===== config.mk =====
export PLATFORM = sky130hd
export DESIGN_NAME = rail_startup_config_sequencer
export DESIGN_NICKNAME = d
export VERILOG_FILES = /design/src/inc/rail_seq_pkg.sv /design/src/logic/sync2.sv /design/src/logic/soft_start_ramp.sv /design/src/logic/rail_startup_config_sequencer.sv
export VERILOG_INCLUDE_DIRS = /design/src /design/src/inc
export SDC_FILE = /design/constraint.sdc
export NUM_CORES = 1
export LEC_CHECK = 0
export ABC_AREA = 1
export ABC_CLOCK_PERIOD_IN_PS = 4700
export BUFFER_PORTS_ARGS = -buffer_cell sky130_fd_sc_hd__buf_2
export CAP_MARGIN = 20
export CORE_MARGIN = 2
export CORE_UTILIZATION = 55
export CTS_CLUSTER_DIAMETER = 40
export DETAILED_ROUTE_END_ITERATION = 8
export HOLD_SLACK_MARGIN = 0.15
export PLACE_DENSITY = 0.78
export RECOVER_POWER = 25
export SETUP_SLACK_MARGIN = 0.5
export SLEW_MARGIN = 40
export SYNTH_ARGS = -nofsm -noshare
export SYNTH_HDL_FRONTEND = slang
export SYNTH_SLANG_ARGS = --single-unit

===== constraint.sdc =====
create_clock -name clk_sys -period 4.7 [get_ports clk_sys]
set_input_delay 0.47 -clock clk_sys [delete_from_list [all_inputs] [get_ports clk_sys]]
set_output_delay 0.47 -clock clk_sys [all_outputs]
set_load 0.01 [all_outputs]

===== src/inc/rail_seq_regs.svh =====
`ifndef RAIL_SEQ_REGS_SVH
`define RAIL_SEQ_REGS_SVH

// Register byte offsets on the APB slave
`define OFS_CTRL        8'h00
`define OFS_STATUS      8'h04
`define OFS_STRAP       8'h08
`define OFS_ICCMAX      8'h0c
`define OFS_TEMP        8'h10
`define OFS_FREQ        8'h14
`define OFS_DAC         8'h18

// Control register fields
`define CTRL_EN_BIT     0
`define CTRL_SLEW_LO    8
`define CTRL_SLEW_HI    15
`define CTRL_TARGET_LO  16
`define CTRL_TARGET_HI  23

// Reset values and limits
`define SLEW_RESET      8'h04
`define TARGET_RESET    8'h00
`define DAC_ZERO        8'h00
`define SYSTEM_POWER_MONITOR_IN_ADDR       4'hd
`define RAIL_A_ADDR     4'h2
`define RAIL_B_ADDR     4'h3
`define RAMP_SUPPLY_LOCKOUT_CODE  8'h66
`define ICCMAX_FULL     8'h80
`define ADC_CHANNELS    2
`define FREQ_MIN_CODE   8'h14
`define FREQ_MAX_CODE   8'h78
`define UNMAPPED_DATA   32'h0000_0000

`endif


===== src/inc/rail_seq_pkg.sv =====
package rail_seq_pkg;

    // Sequencer states, Gray-coded along the startup path
    typedef enum logic [2:0] {
        ST_LOCKOUT = 3'b000,
        ST_CAPTURE = 3'b001,
        ST_MIDLVL  = 3'b011,
        ST_RAMP    = 3'b010,
        ST_RUN     = 3'b110
    } seq_state_t;

    // Three-level PWM drive: mid-level means the output is released
    typedef enum logic [1:0] {
        PWM_MID  = 2'b00,
        PWM_LOW  = 2'b01,
        PWM_HIGH = 2'b10
    } pwm_level_t;

    // Strap configuration captured after the supply clears lockout
    typedef struct packed {
        logic [1:0] arrangement;   // Group of four in the address strap
        logic [1:0] boot_sel;      // 0 V, 1.2 V, 1.05 V, 1.0 V
        logic       dual_single;   // Two-phase rail runs single-phase
        logic       rail_a_off;    // Single-phase rail a disabled
        logic       rail_b_off;    // Single-phase rail b disabled
        logic       monitor_off;   // System power monitor disabled
        logic [7:0] freq_shared;
        logic [7:0] freq_aux;
    } strap_cfg_t;

    // Analog front-end samples presented as digital codes
    typedef struct packed {
        logic [7:0] ramp_supply;
        logic [7:0] iccmax_pin;
        logic [7:0] temp_dual;
        logic [7:0] temp_single;
    } adc_codes_t;

endpackage : rail_seq_pkg


===== src/logic/sync2.sv =====
`timescale 1ns/1ps
// Two-flop synchroniser for a bus of levels from the pins
module sync2 #(
    parameter int W = 1
) (
    input  wire logic         clk_sys,
    input  wire logic         reset_n,
    input  wire logic [W-1:0] async_in,
    output logic      [W-1:0] sync_out
);
    logic [W-1:0] meta_q;

    // First stage feeds only the second stage
    always_ff @(posedge clk_sys or negedge reset_n)
    begin
        if (!reset_n)
        begin
            meta_q   <= '0;
            sync_out <= '0;
        end
        else
        begin
            meta_q   <= async_in;
            sync_out <= meta_q;
        end
    end
endmodule : sync2


===== src/logic/soft_start_ramp.sv =====
`timescale 1ns/1ps
`include "rail_seq_regs.svh"
// Digital soft-start counter: one step per slew interval up to target
module soft_start_ramp (
    input  wire logic       clk_sys,
    input  wire logic       reset_n,
    input  wire logic       run,
    input  wire logic [7:0] slew_div,
    input  wire logic [7:0] target,
    output logic      [7:0] dac_code,
    output logic            at_target
);
    logic [7:0] tick_q;
    logic [7:0] tick_d;
    logic [7:0] dac_d;
    wire        step = run && (tick_q >= slew_div) && (dac_code < target);

    // Counter restarts from zero whenever the ramp is not running
    assign tick_d    = (!run || tick_q >= slew_div) ? `DAC_ZERO
                                                    : tick_q + 8'h01;
    assign dac_d     = !run ? `DAC_ZERO
                     : step ? dac_code + 8'h01 : dac_code;
    assign at_target = run && (dac_code == target);

    always_ff @(posedge clk_sys or negedge reset_n)
    begin
        if (!reset_n)
        begin
            tick_q   <= `DAC_ZERO;
            dac_code <= `DAC_ZERO;
        end
        else
        begin
            tick_q   <= tick_d;
            dac_code <= dac_d;
        end
    end
endmodule : soft_start_ramp


===== src/logic/rail_startup_config_sequencer.sv =====
`timescale 1ns/1ps
`include "rail_seq_regs.svh"
// Operation
// Above supply lockout, capture straps and park all PWM outputs mid-level.
// On enable, drive gate driver enable high.
// Soft start counter steps DAC from zero to target at slew rate.
// Each PWM stays mid-level until its rail's first pulse, then high.
// Disable returns every PWM output to mid-level.
// Second sense strapped high: dual rail runs single-phase, second PWM ignored.
// Single-phase sense strapped high: rail off, ignores its bus addresses.
// Monitor tied to supply: monitor off, no answer at address 0Dh.
// Address strap: four groups of arrangement, boot 0/1.2/1.05/1.0 V.
// Ramp supply lockout at 4 V, checked only while enabled.
// At enable load dual-rail max current, 2 V full scale is 128 A.
// Frequency 200 kHz to 1.2 MHz; shared and auxiliary settings.
// Shared oscillator clocks ramp in two-phase, else only stabilises.
// Dual-edge ramp only with two phases; three modulator ramps separately.
// Sample both temperature inputs through the converter.
// Straps stay fixed until supply falls below lockout and returns.
module rail_startup_config_sequencer (
    input  wire logic                      clk_sys,
    input  wire logic                      reset_n,
    input  wire logic                      supply_ok,
    input  wire logic                      enable_in,
    input  wire logic [3:0]                addr_strap,
    input  wire logic                      dual_rail_second_sense_in,
    input  wire logic                      sense_a_at_supply,
    input  wire logic                      sense_b_at_supply,
    input  wire logic                      system_power_monitor_in,
    input  wire logic [7:0]                freq_strap_shared,
    input  wire logic [7:0]                freq_strap_aux,
    input  wire rail_seq_pkg::adc_codes_t  adc_in,
    input  wire logic [2:0]                first_pulse,
    input  wire logic [3:0]                bus_addr,
    input  wire logic                      bus_addr_valid,
    input  wire logic                      psel,
    input  wire logic                      penable,
    input  wire logic                      pwrite,
    input  wire logic [7:0]                paddr,
    input  wire logic [31:0]               pwdata,
    output logic      [31:0]               prdata,
    output logic                           pready,
    output logic                           pslverr,
    output logic                           gate_driver_enable,
    output rail_seq_pkg::pwm_level_t       pwm_out [4],
    output logic                           bus_addr_ack,
    output logic      [7:0]                dac_code,
    output logic                           dual_edge_ramp_en,
    output logic                           shared_osc_master,
    output logic      [2:0]                modulator_ramp_en,
    output logic      [7:0]                freq_shared,
    output logic      [7:0]                freq_aux
);
    import rail_seq_pkg::*;

    seq_state_t  state_q, state_d;
    strap_cfg_t  cfg_q;
    logic [31:0] ctrl_q;
    logic [7:0]  iccmax_q;
    logic [7:0]  temp_q [`ADC_CHANNELS];
    logic [2:0]  pulsed_q;
    logic [3:0]  addr_s, pins_s;
    logic [7:0]  fs_s, fa_s;
    logic        supply_s, enable_s, sw_en;
    logic        at_target;

    // Pin levels cross into the clock domain first
    sync2 #(.W(26)) u_sync (
        .clk_sys  (clk_sys),
        .reset_n  (reset_n),
        .async_in ({supply_ok, enable_in, dual_rail_second_sense_in,
                    sense_a_at_supply, sense_b_at_supply,
                    system_power_monitor_in, addr_strap,
                    freq_strap_shared, freq_strap_aux}),
        .sync_out ({supply_s, enable_s, pins_s, addr_s, fs_s, fa_s})
    );

    // Ramp supply lockout only matters while the controller is enabled
    // enabled-only lockout
    wire ramp_ok  = adc_in.ramp_supply >= `RAMP_SUPPLY_LOCKOUT_CODE;
    wire enabled  = enable_s && sw_en;
    wire run_ok   = enabled && ramp_ok;

    // Sequencer next state
    always_comb
    begin
        state_d = state_q;
        case (state_q)
            ST_LOCKOUT: if (supply_s) state_d = ST_CAPTURE;
            ST_CAPTURE: state_d = ST_MIDLVL;
            ST_MIDLVL:  if (run_ok) state_d = ST_RAMP;
            ST_RAMP:    if (!run_ok) state_d = ST_MIDLVL;
                        else if (at_target) state_d = ST_RUN;
            ST_RUN:     if (!run_ok) state_d = ST_MIDLVL;
            default:    state_d = ST_LOCKOUT;
        endcase
        if (!supply_s)
            state_d = ST_LOCKOUT;
    end

    always_ff @(posedge clk_sys or negedge reset_n)
    begin
        if (!reset_n)
            state_q <= ST_LOCKOUT;
        else
            state_q <= state_d;
    end

    // Straps are captured once per rise of the supply
    // capture after lockout
    // hold until next rise
    // address strap decode
    always_ff @(posedge clk_sys or negedge reset_n)
    begin
        if (!reset_n)
            cfg_q <= '0;
        else if (state_q == ST_CAPTURE)
        begin
            cfg_q.arrangement <= addr_s[3:2];
            cfg_q.boot_sel    <= addr_s[1:0];
            // single-phase strap
            cfg_q.dual_single <= pins_s[3];
            // rail disable straps
            cfg_q.rail_a_off  <= pins_s[2];
            cfg_q.rail_b_off  <= pins_s[1];
            // monitor disable strap
            cfg_q.monitor_off <= pins_s[0];
            cfg_q.freq_shared <= clamp_freq(fs_s);
            cfg_q.freq_aux    <= clamp_freq(fa_s);
        end
    end

    // frequency range clamp
    function automatic logic [7:0] clamp_freq(input logic [7:0] c);
        if (c < `FREQ_MIN_CODE)
            clamp_freq = `FREQ_MIN_CODE;
        else if (c > `FREQ_MAX_CODE)
            clamp_freq = `FREQ_MAX_CODE;
        else
            clamp_freq = c;
    endfunction : clamp_freq
    assign freq_shared = cfg_q.freq_shared;
    assign freq_aux    = cfg_q.freq_aux;
    // soft start counter
    soft_start_ramp u_ramp (
        .clk_sys   (clk_sys),
        .reset_n   (reset_n),
        .run       (state_q == ST_RAMP || state_q == ST_RUN),
        .slew_div  (ctrl_q[`CTRL_SLEW_HI:`CTRL_SLEW_LO]),
        .target    (ctrl_q[`CTRL_TARGET_HI:`CTRL_TARGET_LO]),
        .dac_code  (dac_code),
        .at_target (at_target)
    );

    // gate driver enable
    always_ff @(posedge clk_sys or negedge reset_n)
    begin
        if (!reset_n)
            gate_driver_enable <= 1'b0;
        else
            gate_driver_enable <= state_d == ST_RAMP || state_d == ST_RUN;
    end

    // First pulse latches per rail; cleared whenever ramp stops
    // mid-level until first pulse
    wire ramping = state_q == ST_RAMP || state_q == ST_RUN;
    always_ff @(posedge clk_sys or negedge reset_n)
    begin
        if (!reset_n)
            pulsed_q <= '0;
        else if (!ramping)
            pulsed_q <= '0;
        else
            pulsed_q <= pulsed_q | first_pulse;
    end

    // Index 0/1 dual rail phases, 2 rail a, 3 rail b
    // mid-level when disabled
    // second phase ignored
    generate
        for (genvar i = 0; i < 4; i++)
        begin : g_pwm
            localparam int SRC = (i < 2) ? 0 : i - 1;
            wire off = (i == 1 && cfg_q.dual_single) ||
                       (i == 2 && cfg_q.rail_a_off) ||
                       (i == 3 && cfg_q.rail_b_off);
            always_ff @(posedge clk_sys or negedge reset_n)
            begin
                if (!reset_n)
                    pwm_out[i] <= PWM_MID;
                else if (ramping && !off && pulsed_q[SRC])
                    pwm_out[i] <= PWM_HIGH;
                else
                    pwm_out[i] <= PWM_MID;
            end
        end
    endgenerate
    // shared oscillator role
    // ramp generator enables
    assign shared_osc_master = state_q != ST_LOCKOUT && !cfg_q.dual_single;
    assign dual_edge_ramp_en = ramping && !cfg_q.dual_single;
    assign modulator_ramp_en = {3{ramping}} &
        {!cfg_q.rail_b_off, !cfg_q.rail_a_off, cfg_q.dual_single};

    // Address calls answered only for live functions
    // disabled rails silent
    // no answer at 0Dh
    function automatic logic addr_live(input logic [3:0] a,
                                       input strap_cfg_t c);
        if (a == `SYSTEM_POWER_MONITOR_IN_ADDR)
            addr_live = !c.monitor_off;
        else if (a == `RAIL_A_ADDR)
            addr_live = !c.rail_a_off;
        else if (a == `RAIL_B_ADDR)
            addr_live = !c.rail_b_off;
        else
            addr_live = 1'b1;
    endfunction : addr_live
    assign bus_addr_ack = bus_addr_valid && state_q != ST_LOCKOUT &&
                          addr_live(bus_addr, cfg_q);

    // Max current loaded on the enable edge, temperatures each cycle
    // load at enable
    // sample temperatures
    wire en_edge = state_q == ST_MIDLVL && state_d == ST_RAMP;
    always_ff @(posedge clk_sys or negedge reset_n)
    begin
        if (!reset_n)
        begin
            iccmax_q  <= '0;
            temp_q    <= '{default: '0};
        end
        else
        begin
            if (en_edge)
                iccmax_q <= scale_icc(adc_in.iccmax_pin);
            temp_q[0] <= adc_in.temp_dual;
            temp_q[1] <= adc_in.temp_single;
        end
    end

    // Code 0xff is 2 V full scale, mapped onto 0..127 A
    function automatic logic [7:0] scale_icc(input logic [7:0] v);
        logic [15:0] p;
        p         = {8'h00, v} * {8'h00, `ICCMAX_FULL};
        scale_icc = p[15:8];
    endfunction : scale_icc

    // APB slave, zero wait state; unmapped reads zero with error
    wire wr = psel && penable && pwrite;
    wire hit_ctrl = paddr == `OFS_CTRL;
    wire mapped = hit_ctrl || paddr == `OFS_STATUS ||
                  paddr == `OFS_STRAP || paddr == `OFS_ICCMAX ||
                  paddr == `OFS_TEMP || paddr == `OFS_FREQ ||
                  paddr == `OFS_DAC;
    assign pready  = 1'b1;
    assign pslverr = psel && penable && !mapped;
    assign sw_en   = ctrl_q[`CTRL_EN_BIT];

    always_ff @(posedge clk_sys or negedge reset_n)
    begin
        if (!reset_n)
            ctrl_q <= {8'h00, `TARGET_RESET, `SLEW_RESET, 8'h00};
        else if (wr && hit_ctrl)
            ctrl_q <= pwdata;
    end

    // Read data registered in setup phase for the access edge
    always_ff @(posedge clk_sys or negedge reset_n)
    begin
        if (!reset_n)
            prdata <= `UNMAPPED_DATA;
        else if (psel && !penable)
        begin
            if (paddr == `OFS_CTRL)
                prdata <= ctrl_q;
            else if (paddr == `OFS_STATUS)
                prdata <= {24'h0, gate_driver_enable, pulsed_q,
                           ramp_ok, state_q};
            else if (paddr == `OFS_STRAP)
                prdata <= {24'h0, cfg_q.arrangement, cfg_q.boot_sel,
                           cfg_q.dual_single, cfg_q.rail_a_off,
                           cfg_q.rail_b_off, cfg_q.monitor_off};
            else if (paddr == `OFS_ICCMAX)
                prdata <= {24'h0, iccmax_q};
            else if (paddr == `OFS_TEMP)
                prdata <= {16'h0, temp_q[1], temp_q[0]};
            else if (paddr == `OFS_FREQ)
                prdata <= {16'h0, cfg_q.freq_aux, cfg_q.freq_shared};
            else if (paddr == `OFS_DAC)
                prdata <= {24'h0, dac_code};
            else
                prdata <= `UNMAPPED_DATA;
        end
    end
endmodule : rail_startup_config_sequencer


==> reports/metrics.yaml <==
num_vias: 6671
syn_area_per_cell_um2: 9.15
final-instance-count-excl-fill: 1313
place_inst: 1237
leakage_nw: 5.48
netSwitchingFraction: 0.254
hold_path_class: "in2reg"
synth_area_leader_cell: "dfrtp_1"
ys.flop_type: "dfrtp_1"
grt_antenna_before_repair: 0
drv_slew: 31
pre_cts_slack_ns: 2.16
critPathKind: "in2async"
syn_area_mm2: 0.00837
start_kind: "input pin"
setup_ws_ns: 1.92
ys_ff_latch: 190
arrival_ns: 3.31
drc: 0
drt_wl_total_um: 19100
total_power_mw: 3.44
cts_tree: "built"
hold_viol: 0
post_cts_buffers: 0
pwr-share-comb: 0.092
skew_ns: 0.00731
hpwl_um: 13000
tightest_slew_ns: 1.79
worstPathRequired_ns: 5.23
hold_depth: 3
power.share.clock: 0.394
yosysMostFrequentCell: "nand2_1"
fillers: 1192
core_area_mm2: 0.0150
numClockSinks: 190
register_area_mm2: 0.00476
yosys-top-cells-count: "nand2_1 (246), dfrtp_1 (189), inv_1 (102)"
timing.setup.tns_ns: 0
ir_drop_uv: 260
diodes: 0
seqPwrFrac: 0.514
r2r_cells: 8
post-route-min-period_ns: 2.78
io_pins: 184
clk_path_buf_depth: 2
path_clk_slew_ns: 0.07
grt-ovfl-total: 0
start_util: 0.557
portBuffers: 176
outcome: "finished with violations"
violations: "max-capacitance violations, max-slew violations"
fin_nets: 1241
critPathCaptureType: "async pin"
power_density_mw_per_mm2: 336
synth.yosys.seq_area_share: 0.568
die_w_um: 127
synthesis.instances: 915
avgRoutedWirePerCell_um: 14.6
cts_buffers: 17
yosys-top-cells-area: "dfrtp_1 (56%), nand2_1 (11%), inv_1 (4.6%)"
multi_input_area_mm2: 0.00290
async_reset_ff_frac: 1.00
cp_max_fo: 80
vias_per_cell: 5.08
p_int_mw: 2.56
ys_types: 40
grt_pass1_wl_um: 30600
initialDrtViolationCount: 371
min_period_over_period: 0.592
ant_nets: 0
drive_gt1_frac: 0.234
cts_resized: 0
area_delta_synth_final_pct: 22.0
synth_warnings: 0
synth_edf_count: 0
place_congestion: 0.919
htree_levels: 4
slew_headroom: -0.191
grt_setup_unrepaired: "false"
netlist.area_leader.share: 0.565
whs_ns: 0.270
die_h_um: 127
max-cap-violations: 1
timing.fmax_mhz: 359
grt_pass1_vias: 6247
dieArea_mm2: 0.0162
power_switching_mw: 0.874
firstDrtPassIters: 5
finalSetupViolCount: 0
track_usage: 0.243
grt_max_degree: 111
num_rows: 45
clk-insertion-delay-late_ns: 0.42
cts_root_buf: "clkbuf_16"
[state kept, by name (all words and copies together), names as in the netlist]
signal,cells
cfg_q,5
ctrl_q,32
freq_aux,8
freq_shared,8
g_pwm.off,3
gate_driver_enable,1
iccmax_q,7
prdata,32
pulsed_q,3
pwm_out,4
state_q,3
temp_q,16
u_ramp.dac_code,8
u_ramp.tick_q,8
u_sync.meta_q,26
u_sync.sync_out,26
[cell type report]
| class | instances | area share |
|---|---|---|
| clock inverter | 12 | 0.00967 |
| clock buffer | 20 | 0.0447 |
| inverter | 108 | 0.0404 |
| timing repair buffer | 224 | 0.133 |
| multi-input combinational | 571 | 0.283 |
| tap | 188 | 0.0230 |
| sequential | 190 | 0.465 |
[stage by stage]
step | util | area [µm²]
detailed placement | 0.613 | 9210
floorplan | - | 8380
finish | 0.680 | 10200
global route | 0.680 | 10200
global placement | 0.613 | 9210
CTS | 0.677 | 10200
[layout by cell type (no fill, tap or decap), types with 3 or more instances in the layout]
cell type      netlist  routed
nand2_1            246     246
dfrtp_1            189     189
buf_2               11     173
inv_1              102     102
nor2_1              83      82
dlygate4sd3_1        0      43
nand3_1             37      37
o21ai_0             37      37
o21ai_2             32      32
a21oi_1             29      29
nand4_1             22      22
ha_1                18      18
clkbuf_16            0      17
nor3_1              11      11
a31oi_1              8       8
o31ai_1              7       7
xor2_1               6       6
inv_6                0       6
nor2_2               5       5
conb_1               2       5
clkbuf_1             9       5
inv_2                4       4
nor2_4               2       3
and3_1               3       3
nor3b_1              3       3
clkinv_4             1       3
buf_4               22       3
[critical path: stages]
cell	delay, ns
dlygate4sd3_1	0.52
clkbuf_1	1.28
buf_16	0.41
buf_4	0.54
[kinds of logic (layout without fill, tap and decap cells)]
kind of cell / count (synthesis) / in the layout / share of synthesized area
AO/OA/AOI/OAI: 118 / 118 / 0.0898
AND/OR/NAND/NOR: 422 / 422 / 0.218
buffers and inverters: 157 / 364 / 0.0882
adder cells (fa/ha/maj): 18 / 18 / 0.0269
other: 2 / 5 / 0.000897
XOR/XNOR: 8 / 8 / 0.00837
flip-flops: 190 / 190 / 0.568
[worst paths after layout]
| path | startpoint | slack [ns] | endpoint |
|---|---|---|---|
| setup / recovery | reset_n | 1.92 | prdata[27] |
| hold / removal | pwdata[10] | 0.27 | ctrl_q[10] |
| setup reg to reg | state_q[2] | 2.22 | freq_shared[1] |
| hold reg to reg | u_sync.meta_q[19] | 0.35 | u_sync.sync_out[19] |
| max in group clk_sys | state_q[2] | 2.22 | freq_shared[1] |
| min in group asynchronous | reset_n | 1.06 | prdata[18] |
[power by group through the flow]
stage          clock network [mW]  logic [mW]  registers [mW]
6_report                     1.35       0.315            1.77
5_1_grt                      1.45       0.355            1.77
4_1_cts                      1.37       0.312            1.77
3_5_place_dp                    0       0.284            1.80
3_3_place_gp                    0       0.278            1.79
2_1_floorplan                   0       0.162            1.79
[layer usage]
layer / share of wire / vias to the layer above / GRT usage
li1: - / 3278 / -
met1: 0.43 / 3134 / 0.332
met2: 0.49 / 239 / 0.397
met3: 0.066 / 20 / 0.0565
met4: 0.014 / 0 / 0.0627
met5: 0 / - / 0
[what timing repair did]
| action | 4_1_cts | 5_1_grt |
|---|---|---|
| hold endpoints to repair | 41 | 31 |
| hold buffers | 41 | 2 |
| endpoints found under the setup margin | 0 | 0 |
No activity file was read; power rests on OpenSTA's default activity.
